==> config.mk <==
export PLATFORM = sky130hd
export DESIGN_NAME = interrupt_vector_priority_map
export DESIGN_NICKNAME = d
export VERILOG_FILES = /design/src/common/intvec_pkg.sv /design/src/logic/interrupt_vector_priority_map.sv
export SDC_FILE = /design/constraint.sdc
export NUM_CORES = 1
export LEC_CHECK = 0
export BUFFER_PORTS_ARGS = -buffer_cell sky130_fd_sc_hd__buf_2
export CORE_AREA = 2 2 103 105
export DETAILED_ROUTE_END_ITERATION = 10
export DIE_AREA = 0 0 105 107
export GPL_TIMING_DRIVEN = 0
export PLACE_DENSITY = 0.72
export SLEW_MARGIN = 30
export SYNTH_ARGS = -nofsm -noshare
export SYNTH_HDL_FRONTEND = slang
export SYNTH_SLANG_ARGS = --single-unit
==> constraint.sdc <==
create_clock -name mclk_in -period 5 [get_ports mclk_in]
set_clock_uncertainty 0.05 [all_clocks]
set_input_delay 1.25 -clock mclk_in [delete_from_list [all_inputs] [get_ports mclk_in]]
set_output_delay 1.25 -clock mclk_in [all_outputs]
set_load 0.02 [all_outputs]
==> src/common/intvec_pkg.sv <==
package intvec_pkg;

    // maskable vector slots, slot 0 is the highest maskable priority
    localparam int NUM_SLOTS = 20;
    localparam int SLOT_FLAG_W = 16;
    localparam int FLAG_BUS_W = 73;
    localparam int NUM_SNMI = 9;
    localparam int NUM_UNMI = 4;
    localparam int NUM_RST = 7;

    // where each slot's module flags sit on the flat maskable flag bus
    localparam int SLOT_OFF [NUM_SLOTS] = '{0, 2, 3, 10, 11, 13, 15, 31, 32, 37,
                                            37, 40, 41, 44, 52, 54, 56, 57, 60, 68};
    localparam int SLOT_W [NUM_SLOTS] = '{2, 1, 7, 1, 2, 2, 16, 1, 5, 0,
                                          3, 1, 3, 8, 2, 2, 1, 3, 8, 5};
    localparam int SLOT_WDT = 3;
    localparam int SLOT_CONV = 6;
    localparam int SLOT_RSVD = 9;

    // vector word addresses
    localparam logic [15:0] VEC_RESET = 16'hFFFE;
    localparam logic [15:0] VEC_SNMI = 16'hFFFC;
    localparam logic [15:0] VEC_UNMI = 16'hFFFA;
    localparam logic [15:0] VEC_MASK_TOP = 16'hFFF8;
    localparam logic [15:0] VEC_MASK_LOW = 16'hFFD2;
    localparam logic [15:0] VEC_FREE_TOP = 16'hFFD0;
    localparam logic [15:0] VEC_LOWEST = 16'hFF80;

    // priorities
    localparam logic [5:0] PRIO_RESET = 6'h3F;
    localparam logic [5:0] PRIO_SNMI = 6'h3E;
    localparam logic [5:0] PRIO_UNMI = 6'h3D;
    localparam logic [5:0] PRIO_MASK_TOP = 6'h3C;
    localparam logic [5:0] PRIO_MASK_LOW = 6'h29;

    // reset cause bit positions
    localparam int RC_POWER_UP = 0;
    localparam int RC_PIN = 1;
    localparam int RC_WDT_TIMEOUT = 2;
    localparam int RC_WDT_PASSWORD = 3;
    localparam int RC_FLASH_KEY = 4;
    localparam int RC_PMM_PASSWORD = 5;
    localparam int RC_FETCH = 6;
    localparam logic [6:0] RST_CAUSE_RESET = 7'h01;

    // vector word select codes
    localparam logic [4:0] SEL_RESET = 5'h00;
    localparam logic [4:0] SEL_SNMI = 5'h01;
    localparam logic [4:0] SEL_UNMI = 5'h02;
    localparam logic [4:0] SEL_SLOT0 = 5'h03;

    // address map used for fetch checking
    localparam logic [19:0] PERIPH_TOP = 20'h0_0FFF;
    localparam logic [19:0] VACANT_LO = 20'h0_1A00;
    localparam logic [19:0] VACANT_HI = 20'h0_1BFF;
    localparam logic [19:0] RAM_TOP_DEF = 20'h0_43FF;
    localparam logic [19:0] FLASH_BASE = 20'h0_4400;
    localparam logic [19:0] FLASH_TOP_DEF = 20'h2_43FF;

    typedef enum logic [0:0] {
        ARB_IDLE = 1'b0,
        ARB_PEND = 1'b1
    } arb_state_e;

endpackage

==> src/logic/interrupt_vector_priority_map.sv <==
`timescale 1ns/1ps

module interrupt_vector_priority_map #(
    parameter bit HAS_CONVERTER = 1'b1,
    parameter logic [19:0] RAM_TOP = intvec_pkg::RAM_TOP_DEF,
    parameter logic [19:0] FLASH_TOP = intvec_pkg::FLASH_TOP_DEF
) (
    input wire logic mclk_in,
    input wire logic rst_in,
    input wire logic rst_pin_n_in,
    input wire logic wdt_interval_mode_in,
    input wire logic watchdog_flag_in,
    input wire logic wdt_password_in,
    input wire logic flash_key_violation_flag_in,
    input wire logic pmm_password_in,
    input wire logic [8:0] snmi_flags_in,
    input wire logic [8:0] snmi_enable_in,
    input wire logic [3:0] unmi_flags_in,
    input wire logic [3:0] unmi_enable_in,
    input wire logic [72:0] maskable_flags_in,
    input wire logic [72:0] maskable_enable_in,
    input wire logic gie_in,
    input wire logic lpm_in,
    input wire logic fetch_valid_in,
    input wire logic [19:0] fetch_addr_in,
    input wire logic irq_ack_in,
    input wire logic [4:0] vw_sel_in,
    input wire logic vw_read_in,
    output logic irq_req_out,
    output logic [15:0] irq_vector_out,
    output logic [5:0] irq_priority_out,
    output logic reset_req_out,
    output logic [15:0] reset_vector_out,
    output logic wake_out,
    output logic [15:0] vw_data_out
);

    // index plus one of the lowest set bit, zero when nothing is set
    function automatic logic [5:0] first_set(input logic [31:0] v);
        logic [5:0] r;
        r = 6'h00;
        for (int k = 31; k >= 0; k--) begin
            if (v[k]) begin
                r = 6'(k + 1);
            end
        end
        return r;
    endfunction

    // vector word code for a first_set result: even numbers, zero means none
    function automatic logic [15:0] word_code(input logic [5:0] idx);
        return {9'h000, idx, 1'b0};
    endfunction

    logic pin_meta;
    logic pin_sync;
    logic [6:0] reset_cause;
    intvec_pkg::arb_state_e state;
    intvec_pkg::arb_state_e next_state;

    wire logic wdt_timeout;
    wire logic wdt_interval_flag;
    wire logic fetch_illegal;
    wire logic [6:0] rst_events;
    wire logic [5:0] cause_first;
    wire logic [6:0] cause_clear;
    wire logic [8:0] snmi_active;
    wire logic [3:0] unmi_active;
    wire logic [72:0] wdt_mask;
    wire logic [72:0] flags_routed;
    wire logic [72:0] active_flags;
    wire logic [15:0] slot_flags [intvec_pkg::NUM_SLOTS];
    wire logic [15:0] slot_word [intvec_pkg::NUM_SLOTS];
    wire logic [19:0] slot_pend;
    wire logic [5:0] best_slot;
    wire logic [4:0] best_idx;
    wire logic mask_req;
    wire logic cand_valid;
    wire logic [15:0] cand_vector;
    wire logic [5:0] cand_prio;
    wire logic [4:0] slot_sel;
    wire logic [15:0] next_vw;

    // reset pin is asynchronous to mclk, two flops before any use
    always_ff @(posedge mclk_in) begin
        if (rst_in) begin
            pin_meta <= 1'b1;
            pin_sync <= 1'b1;
        end else begin
            pin_meta <= rst_pin_n_in;
            pin_sync <= pin_meta;
        end
    end

    // watchdog flag routing depends on its mode
    assign wdt_timeout = watchdog_flag_in & ~wdt_interval_mode_in;
    assign wdt_interval_flag = watchdog_flag_in & wdt_interval_mode_in;

    // fetch checking: peripheral space, the hole above info memory, the gap
    // above populated RAM and anything above populated flash are all vacant
    assign fetch_illegal = fetch_valid_in & (
        (fetch_addr_in <= intvec_pkg::PERIPH_TOP) |
        ((fetch_addr_in >= intvec_pkg::VACANT_LO) & (fetch_addr_in <= intvec_pkg::VACANT_HI)) |
        ((fetch_addr_in > RAM_TOP) & (fetch_addr_in < intvec_pkg::FLASH_BASE)) |
        (fetch_addr_in > FLASH_TOP));

    // every reset cause except power-up funnels into one event vector; power-up is loaded by reset
    assign rst_events = {fetch_illegal, pmm_password_in, flash_key_violation_flag_in,
                         wdt_password_in, wdt_timeout, ~pin_sync, 1'b0};

    // reading the reset word retires only the cause it reports
    assign cause_first = first_set({25'h000_0000, reset_cause});
    assign cause_clear = (vw_read_in && vw_sel_in == intvec_pkg::SEL_RESET &&
                          cause_first != 6'h00) ? 7'(7'h01 << (cause_first - 6'h01)) : 7'h00;

    // sticky causes; a new event in the clearing cycle wins over the clear
    always_ff @(posedge mclk_in) begin
        if (rst_in) begin
            reset_cause <= intvec_pkg::RST_CAUSE_RESET;
        end else begin
            reset_cause <= (reset_cause & ~cause_clear) | rst_events;
        end
    end

    // reset request to the core, vector fixed at the top word
    always_ff @(posedge mclk_in) begin
        if (rst_in) begin
            reset_req_out <= 1'b0;
        end else begin
            reset_req_out <= |rst_events;
        end
    end
    assign reset_vector_out = intvec_pkg::VEC_RESET;

    // non-maskable groups honour their own enables only, never gie
    assign snmi_active = snmi_flags_in & snmi_enable_in;
    assign unmi_active = unmi_flags_in & unmi_enable_in;

    // the watchdog slot bit is fed from interval-mode routing, not the bus
    assign wdt_mask = 73'(1) << intvec_pkg::SLOT_OFF[intvec_pkg::SLOT_WDT];
    assign flags_routed = (maskable_flags_in & ~wdt_mask) |
                          (wdt_interval_flag ? wdt_mask : 73'h0);
    assign active_flags = flags_routed & maskable_enable_in;

    // gather each slot's module flags; empty and absent slots stay zero
    for (genvar i = 0; i < intvec_pkg::NUM_SLOTS; i++) begin : g_slot
        for (genvar j = 0; j < intvec_pkg::SLOT_FLAG_W; j++) begin : g_bit
            if (j < intvec_pkg::SLOT_W[i] &&
                !(i == intvec_pkg::SLOT_CONV && !HAS_CONVERTER)) begin : g_used
                assign slot_flags[i][j] = active_flags[intvec_pkg::SLOT_OFF[i] + j];
            end else begin : g_none
                assign slot_flags[i][j] = 1'b0;
            end
        end
        assign slot_pend[i] = |slot_flags[i];
        assign slot_word[i] = word_code(first_set({16'h0000, slot_flags[i]}));
    end

    // slot 0 is the comparator and the highest maskable priority
    assign best_slot = first_set({12'h000, slot_pend});
    assign best_idx = 5'(best_slot - 6'h01);
    assign mask_req = gie_in & (best_slot != 6'h00);

    // fixed ranking: system nmi, then user nmi, then the best maskable slot
    assign cand_valid = (|snmi_active) | (|unmi_active) | mask_req;
    assign cand_vector = (|snmi_active) ? intvec_pkg::VEC_SNMI :
                         (|unmi_active) ? intvec_pkg::VEC_UNMI :
                         16'(intvec_pkg::VEC_MASK_TOP - {10'h000, best_idx, 1'b0});
    assign cand_prio = (|snmi_active) ? intvec_pkg::PRIO_SNMI :
                       (|unmi_active) ? intvec_pkg::PRIO_UNMI :
                       6'(intvec_pkg::PRIO_MASK_TOP - {1'b0, best_idx});

    // the request holds its vector until the core acknowledges; once every
    // source has disappeared while waiting, the request is withdrawn instead
    always_comb begin
        next_state = state;
        case (state)
            intvec_pkg::ARB_IDLE: begin
                if (cand_valid) begin
                    next_state = intvec_pkg::ARB_PEND;
                end
            end
            intvec_pkg::ARB_PEND: begin
                if (irq_ack_in || !cand_valid) begin
                    next_state = intvec_pkg::ARB_IDLE;
                end
            end
            default: begin
                next_state = intvec_pkg::ARB_IDLE;
            end
        endcase
    end

    always_ff @(posedge mclk_in) begin
        if (rst_in) begin
            state <= intvec_pkg::ARB_IDLE;
        end else begin
            state <= next_state;
        end
    end

    // vector and priority are latched only when a new request is raised
    always_ff @(posedge mclk_in) begin
        if (rst_in) begin
            irq_req_out <= 1'b0;
            irq_vector_out <= intvec_pkg::VEC_RESET;
            irq_priority_out <= intvec_pkg::PRIO_RESET;
        end else begin
            irq_req_out <= (next_state == intvec_pkg::ARB_PEND);
            if (state == intvec_pkg::ARB_IDLE && cand_valid) begin
                irq_vector_out <= cand_vector;
                irq_priority_out <= cand_prio;
            end
        end
    end

    // wake from low power on any serviceable request; the core restores
    // its low-power bits on return, so nothing more is needed here
    always_ff @(posedge mclk_in) begin
        if (rst_in) begin
            wake_out <= 1'b0;
        end else begin
            wake_out <= lpm_in & cand_valid;
        end
    end

    // vector word read port, unknown selects read zero
    assign slot_sel = 5'(vw_sel_in - intvec_pkg::SEL_SLOT0);
    assign next_vw = (vw_sel_in == intvec_pkg::SEL_RESET) ? word_code(cause_first) :
                     (vw_sel_in == intvec_pkg::SEL_SNMI) ?
                         word_code(first_set({23'h00_0000, snmi_active})) :
                     (vw_sel_in == intvec_pkg::SEL_UNMI) ?
                         word_code(first_set({28'h000_0000, unmi_active})) :
                     (32'(slot_sel) < intvec_pkg::NUM_SLOTS) ? slot_word[slot_sel] :
                     16'h0000;

    always_ff @(posedge mclk_in) begin
        if (rst_in) begin
            vw_data_out <= 16'h0000;
        end else begin
            vw_data_out <= next_vw;
        end
    end

    // ---- checks ----
    property p_reset_req;
        @(posedge mclk_in) disable iff (rst_in)
        (|rst_events) |=> reset_req_out && reset_vector_out == 16'hFFFE;
    endproperty
    a_reset_req: assert property (p_reset_req) else $error("reset event not forwarded");

    property p_fetch_reset;
        @(posedge mclk_in) disable iff (rst_in)
        (fetch_valid_in && fetch_addr_in <= 20'h0_0FFF) |=> reset_req_out && reset_cause[6];
    endproperty
    a_fetch_reset: assert property (p_fetch_reset) else $error("illegal fetch gave no reset");

    property p_snmi_vector;
        @(posedge mclk_in) disable iff (rst_in)
        (state == intvec_pkg::ARB_IDLE && |(snmi_flags_in & snmi_enable_in)) |=>
            irq_req_out && irq_vector_out == 16'hFFFC && irq_priority_out == 6'h3E;
    endproperty
    a_snmi_vector: assert property (p_snmi_vector) else $error("system nmi vector wrong");

    property p_unmi_vector;
        @(posedge mclk_in) disable iff (rst_in)
        (state == intvec_pkg::ARB_IDLE && !(|(snmi_flags_in & snmi_enable_in)) &&
         |(unmi_flags_in & unmi_enable_in)) |=>
            irq_vector_out == 16'hFFFA && irq_priority_out == 6'h3D;
    endproperty
    a_unmi_vector: assert property (p_unmi_vector) else $error("user nmi vector wrong");

    property p_nmi_ignores_gie;
        @(posedge mclk_in) disable iff (rst_in)
        (!gie_in && |(unmi_flags_in & unmi_enable_in) && state == intvec_pkg::ARB_IDLE)
            |=> irq_req_out;
    endproperty
    a_nmi_ignores_gie: assert property (p_nmi_ignores_gie) else $error("nmi blocked by gie");

    property p_mask_map;
        @(posedge mclk_in) disable iff (rst_in)
        (irq_req_out && irq_priority_out <= 6'h3C) |->
            irq_vector_out == 16'(16'hFFF8 - {9'h000, 6'h3C - irq_priority_out, 1'b0});
    endproperty
    a_mask_map: assert property (p_mask_map) else $error("maskable vector off its priority");

    property p_no_low_vector;
        @(posedge mclk_in) disable iff (rst_in)
        irq_req_out |-> irq_priority_out >= 6'h29 && irq_vector_out != 16'hFFE6;
    endproperty
    a_no_low_vector: assert property (p_no_low_vector) else $error("reserved vector used");

    property p_hold_until_ack;
        @(posedge mclk_in) disable iff (rst_in)
        (irq_req_out && !irq_ack_in && cand_valid) |=> irq_req_out && $stable(irq_vector_out);
    endproperty
    a_hold_until_ack: assert property (p_hold_until_ack) else $error("request dropped early");

    property p_wake;
        @(posedge mclk_in) disable iff (rst_in)
        (lpm_in && |(snmi_flags_in & snmi_enable_in)) |=> wake_out;
    endproperty
    a_wake: assert property (p_wake) else $error("no wake on nmi");

    property p_word_empty;
        @(posedge mclk_in) disable iff (rst_in)
        (vw_sel_in == 5'h02 && (unmi_flags_in & unmi_enable_in) == 4'h0) |=> vw_data_out == 16'h0000;
    endproperty
    a_word_empty: assert property (p_word_empty) else $error("empty group word not zero");

    // with gie low and no nmi source the arbiter must stay quiet
    property p_gie_gate;
        @(posedge mclk_in) disable iff (rst_in)
        (state == intvec_pkg::ARB_IDLE && !gie_in &&
         (snmi_flags_in & snmi_enable_in) == 9'h000 && (unmi_flags_in & unmi_enable_in) == 4'h0)
            |=> !irq_req_out;
    endproperty
    a_gie_gate: assert property (p_gie_gate) else $error("maskable request passed gie");

    // interval-mode watchdog flag shows up in its own slot word
    property p_wdt_interval;
        @(posedge mclk_in) disable iff (rst_in)
        (wdt_interval_mode_in && watchdog_flag_in && vw_sel_in == 5'h06 &&
         maskable_enable_in[intvec_pkg::SLOT_OFF[intvec_pkg::SLOT_WDT]])
            |=> vw_data_out == 16'h0002;
    endproperty
    a_wdt_interval: assert property (p_wdt_interval) else $error("interval flag not in slot");

endmodule

# Word-level counts from Yosys, hierarchy flattened
# Cells that the tools add are included.
# Widths: inputs -> output; s select.
# word_totals
regBits	50
output_inout_bits	57
word_cells	204
inputBits	210
# classes
add_sub_neg	5
muxes	128
n_reduce_logical	26
n_eq_ne	2
bitwise_logic	24
shifts	1
n_lt_le_gt_ge	8
# op_table
op	n
$mux 6	83
$bmux 16 s5	1
$and 73x73->73	1
$or 73x11->73	1
$mux 16	4
$mux 3	12
$mux 7	5
$ge 20x13->1 const B	1
$gt 20x15->1 const B	1
$gt 20x18->1 const B	1
$le 20x12->1 const B	1
$le 20x13->1 const B	1
$lt 20x15->1 const B	1
$mux 2	9
$reduce_or 16->1	1
$reduce_or 8->1	2
$reduce_or 5->1	3
$mux 4	3
$reduce_bool 6->1	2
$mux 11	1
$mux 5	2
$reduce_or 2->1	5
$and 9x9->9	1
$reduce_or 3->1	3
other kinds (28)	49

# Longest topological paths before layout
# depth
ltp_word	31
ltp_mapped	15
depth_no_buf	14

# Worst setup path after synthesis
# Ideal clock, no wire load.
# synth_path
kind	input-to-reg
from	input maskable_flags_in[49]
to	register irq_vector_out[6]
required_ps	4830
t_arrival_ps	3751
path_buffers	1
stages	13
slack_ps	1079
setup_ps	120
cell_sequence	a22o_1 nand3b_1 or2_2 o21ai_0 a21oi_1 ha_1 o21ai_0 a21boi_0 a311oi_1 buf_4 nand3_1 nor3b_1 o21bai_2
# synth_between
elab_chain_len	20
elab_cells_between_ends	24
cone_classes	add/sub: 2; mux: 15; bitwise: 4; reduce/logical: 3
# synth_rtl
element	line	text
start, declared	interrupt_vector_priority_map.sv:20	input wire logic [72:0] maskable_flags_in,
$or 73x11->73 *	interrupt_vector_priority_map.sv:141	assign flags_routed = (maskable_flags_in & ~wdt_mask) |
$and 73x73->73 *	interrupt_vector_priority_map.sv:143	assign active_flags = flags_routed & maskable_enable_in;
$reduce_or 8->1 *	interrupt_vector_priority_map.sv:155	assign slot_pend[i] = |slot_flags[i];
$mux 6 * (13 in a row)	interrupt_vector_priority_map.sv:43	if (v[k]) begin
$sub 5x1->5 / $reduce_bool 6->1 (equally long branches)	interrupt_vector_priority_map.sv:161, interrupt_vector_priority_map.sv:162	
$sub 4x7->8 / $and 1x1->1 (equally long branches)	interrupt_vector_priority_map.sv:168, interrupt_vector_priority_map.sv:162	
$mux 16 / $or 1x1->1 (equally long branches)	interrupt_vector_priority_map.sv:167, interrupt_vector_priority_map.sv:165	
$mux 16 / $logic_and 1x1->1 (equally long branches)	interrupt_vector_priority_map.sv:166, interrupt_vector_priority_map.sv:210	
end signal, assigned	interrupt_vector_priority_map.sv:206	irq_vector_out <= intvec_pkg::VEC_RESET;
end signal, assigned	interrupt_vector_priority_map.sv:211	irq_vector_out <= cand_vector;
end, declared	interrupt_vector_priority_map.sv:30	output logic [15:0] irq_vector_out,
# Mark *: on every way between the ends. The rest lies on a longest branch, timed or not.
# A chain may end at the register's enable or synchronous reset.

# Worst setup path after layout
# layout_path
from	input vw_sel_in[0]
to	register vw_data_out[4]
# layout_between
elab_chain_len	9
elab_cells_between_ends	13
cone_classes	add/sub: 1; order compare: 1; eq/ne: 2; mux: 7; bitwise: 1; reduce/logical: 1
# layout_rtl
element	line	text
start, declared	interrupt_vector_priority_map.sv:27	input wire logic [4:0] vw_sel_in,
$sub 5x2->5	interrupt_vector_priority_map.sv:228	assign slot_sel = 5'(vw_sel_in - intvec_pkg::SEL_SLOT0);
$not 5->6 (implied by the code)	interrupt_vector_priority_map.sv:234	(32'(slot_sel) < intvec_pkg::NUM_SLOTS) ? slot_word[slot_sel] :
$bmux 16 s5	interrupt_vector_priority_map.sv:234	
$mux 16 (implied by the code) (2 in a row)	interrupt_vector_priority_map.sv:234	
$mux 7	interrupt_vector_priority_map.sv:234	
$mux 7	interrupt_vector_priority_map.sv:232	(vw_sel_in == intvec_pkg::SEL_UNMI) ?
$mux 7	interrupt_vector_priority_map.sv:230	(vw_sel_in == intvec_pkg::SEL_SNMI) ?
$mux 7 *	interrupt_vector_priority_map.sv:229	assign next_vw = (vw_sel_in == intvec_pkg::SEL_RESET) ? word_code(cause_first) :
end signal, assigned	interrupt_vector_priority_map.sv:241	vw_data_out <= next_vw;
end, declared	interrupt_vector_priority_map.sv:35	output logic [15:0] vw_data_out
# Mark *: on every way between the ends. The rest lies on a longest branch, timed or not. The select of a mux whose other input is x is not followed.

==> results.md <==
* Crit Path Class: in -> reg
* Most used DFF post-synth: dfxtp_1
* Share of post-route cells with drive strength above 1 at 38.3%
* Actual slew at the worst max-slew pin at 0.883 ns
* Cell Int Power at 0.000418 W
* DRC at 0
* Area of the core at 10100 um2
* Via/cell ratio at 5.42
* Root buf cell: clkbuf_8
* FF+latch area at 460 um2
* Min cycle time layout at 4.64 ns
* Final cycle utilization of the critical path at 92.9%
* P&R area growth vs syn at 40.8%
* Count of hold buffers inserted by post-cts repair at 0
* Setup Fix Bufs, Post-CTS at 0
* Flop pwr share at 27.9%
* DP Area at 4940 um2
* Yosys cell types at 72
* Synthesized area at 3540 um2
* Sequential element share of the synthesized area at 13.0%
* Final non-filler cell area at 4980 um2
* Rows at 37
* Clock Power Share at 16.5%
* CP Launch Point: vw_sel_in[0]
* Worst path slowest cell: clkbuf_1
* Starting DRC count in detailed routing at 272
* Largest stage delay on the critical path at 0.47 ns
* Fillcell total at 1038
* First-pass DRT Iterations at 7
* Setup TNS at 0 ns
* Hold path start: pin_meta
* I/O Pins at 267
* Hold Slack at 0.374 ns
* Met1 Usage GRT at 27.2%
* Rel. slew slack at 40.7%
* Synthesized flop and latch total at 23
* Top post-synthesis cells by area: dfxtp_1, buf_4, nand2_1
* Num CTS Buffers at 3
* Skew-Pair Late Insertion Delay at 0.27 ns
* Leakage at 2.31 nW
* Clock Path Buffers at 2
* # diodes at 0
* Wirelength per Cell at 15.5 um
* Syn avg cell area at 7.07 um2
* Endpoints failing hold at 0
* Fraction of synthesized cell area taken by the top area cell type at 13.0%
* Dpl hpwl at 12.1 mm
* Fmax at 215 MHz
* DIE WIDTH at 105 um
* Most frequent cells in the layout: buf_2, nand2_1, buf_4
* Status: finished clean
* Antenna Nets Post-Route at 0
* Worst-path cell chain: buf_2, clkbuf_1, clkinv_1, ha_1, clkbuf_1, clkbuf_1, clkbuf_1, a31oi_1, nor4_1, a31oi_1, nor3_1
* Worst hold path type: reg -> reg
* Clock slew at the register clock pins of the worst setup and hold paths at 0.09 ns
* RSZ-0062 raised after global routing: no
* First-pass GRT wire length at 21.7 mm
* Startpoint types: input pin
* Switch share at 41.1%
* Ys async rst share at 0%
* R2r startpoint: reset_cause[6]
* Post-synth top area cell: dfxtp_1
* Area of the multi-input gates at 2790 um2
* Die H at 107 um
* Most used cell, CP: clkbuf_1
* Largest net degree at the start of global routing at 14
* Fin. max-slew vios at 0
* Htree depth at 1
* GPL Wtd Cong at 0.872
* CP required at 5.13 ns
* M3 GR Usage at 2.67%
* WP buf/inv at 6
* WP data arrival at 4.78 ns
* EDFF count, synth at 0
* Commonest non-fill, non-tap cell in the layout: buf_2
* Busiest grt layer: met2
* PortBufs at 219
* CP max FO at 10
* GRT overflow at 0
* Max Cap Violations at 0
* Num Clock Sinks at 23
* Sw power at 0.000292 W
* Synthesis Warnings at 0
* Final setup vio count at 0
* CTS tree: built
* Final net count at 982
* Final Util at 49.4%
* Cells after synthesis at 501
* Via count at 4854
* Initial core utilization at 35.1%
* M2 GR Usage at 45.8%
* Max VDD drop at 103 uV
* Resized Gates After CTS at 0
* Overall global routing resource usage at 23.3%
* Critical path's top delay family: buffers and inverters
* Combinational power share at 55.7%
* Vias in the first global route at 4679
* Die area at 11200 um2
* Initial antenna violation count at 0
* Crit. End Element: flop
* Power Dens Cells at 143 nW/um2
* Drt total wl at 13.8 mm
[path summary, 6_finish.rpt]
path | to | slack, ns | cells after the start
min | pin_sync | 0.37 | 1
min reg2reg | pin_sync | 0.37 | 1
max reg2reg | reset_cause[5] | 2.48 | 10
max | vw_data_out[4] | 0.36 | 11
[cell usage after synthesis, drive strengths merged, types with 5 or more instances]
cell type,n
or2,7
a22oi,28
o41ai,5
a32o,7
nor4,6
nor3,18
nor2b,5
o211ai,5
xnor2,5
ha,12
nand3b,5
a222oi,8
nor2,28
buf,46
clkbuf,7
o21ai,22
a22o,11
dfxtp,23
a21oi,33
a221oi,6
inv,11
a31oi,18
nand3,19
nand4,16
and2,8
nand2,71
[flip-flops by register name, indices dropped and copies added, names as in the netlist]
register,flops
irq_priority_out,5
irq_req_out,1
irq_vector_out,1
vw_data_out,5
reset_cause,7
pin_meta,1
pin_sync,1
reset_req_out,1
wake_out,1
[metal layers]
layer / up-vias / routed length (um)
met5: - / 0
met1: 2231 / 5670
met4: 0 / 134
met3: 10 / 850
li1: 2411 / -
met2: 202 / 7190
[power by group through the flow]
stage          clock, W  combinational (W)  sequential (W)
2_1_floorplan         0           0.000222        0.000207
3_3_place_gp          0           0.000383        0.000203
3_5_place_dp          0           0.000389        0.000202
4_1_cts        0.000120           0.000391        0.000198
5_1_grt        0.000125           0.000434        0.000199
6_report       0.000117           0.000396        0.000198
[cells by family after synthesis]
kind of cell / after synthesis / synth area share, %
mux: 2 / 0.919
compound gates: 184 / 38.2
flops: 23 / 13.0
xor+xnor: 8 / 1.98
buf+inv: 65 / 11.8
simple gates: 205 / 29.7
other cells: 2 / 0.212
fa+ha+maj: 12 / 4.24
[cell type report]
class,count,area share (%)
inverters,12,0.904
multi-input cells,448,56.1
flip-flops and latches,23,9.24
clock inverters,1,0.100
well taps,136,3.41
plain buffers,53,7.46
clock buffers,3,0.829
repair buffers,219,22.0
[per-stage QoR]
step,instances,setup WS [ns],total power (W)
after floorplan,536,1.08,0.000430
after global placement,891,0.156,0.000586
after detailed placement,891,0.175,0.000591
after CTS,895,0.463,0.000709
after global routing,895,0.131,0.000759
final,895,0.356,0.000711
(Power assumes the default switching activity.)
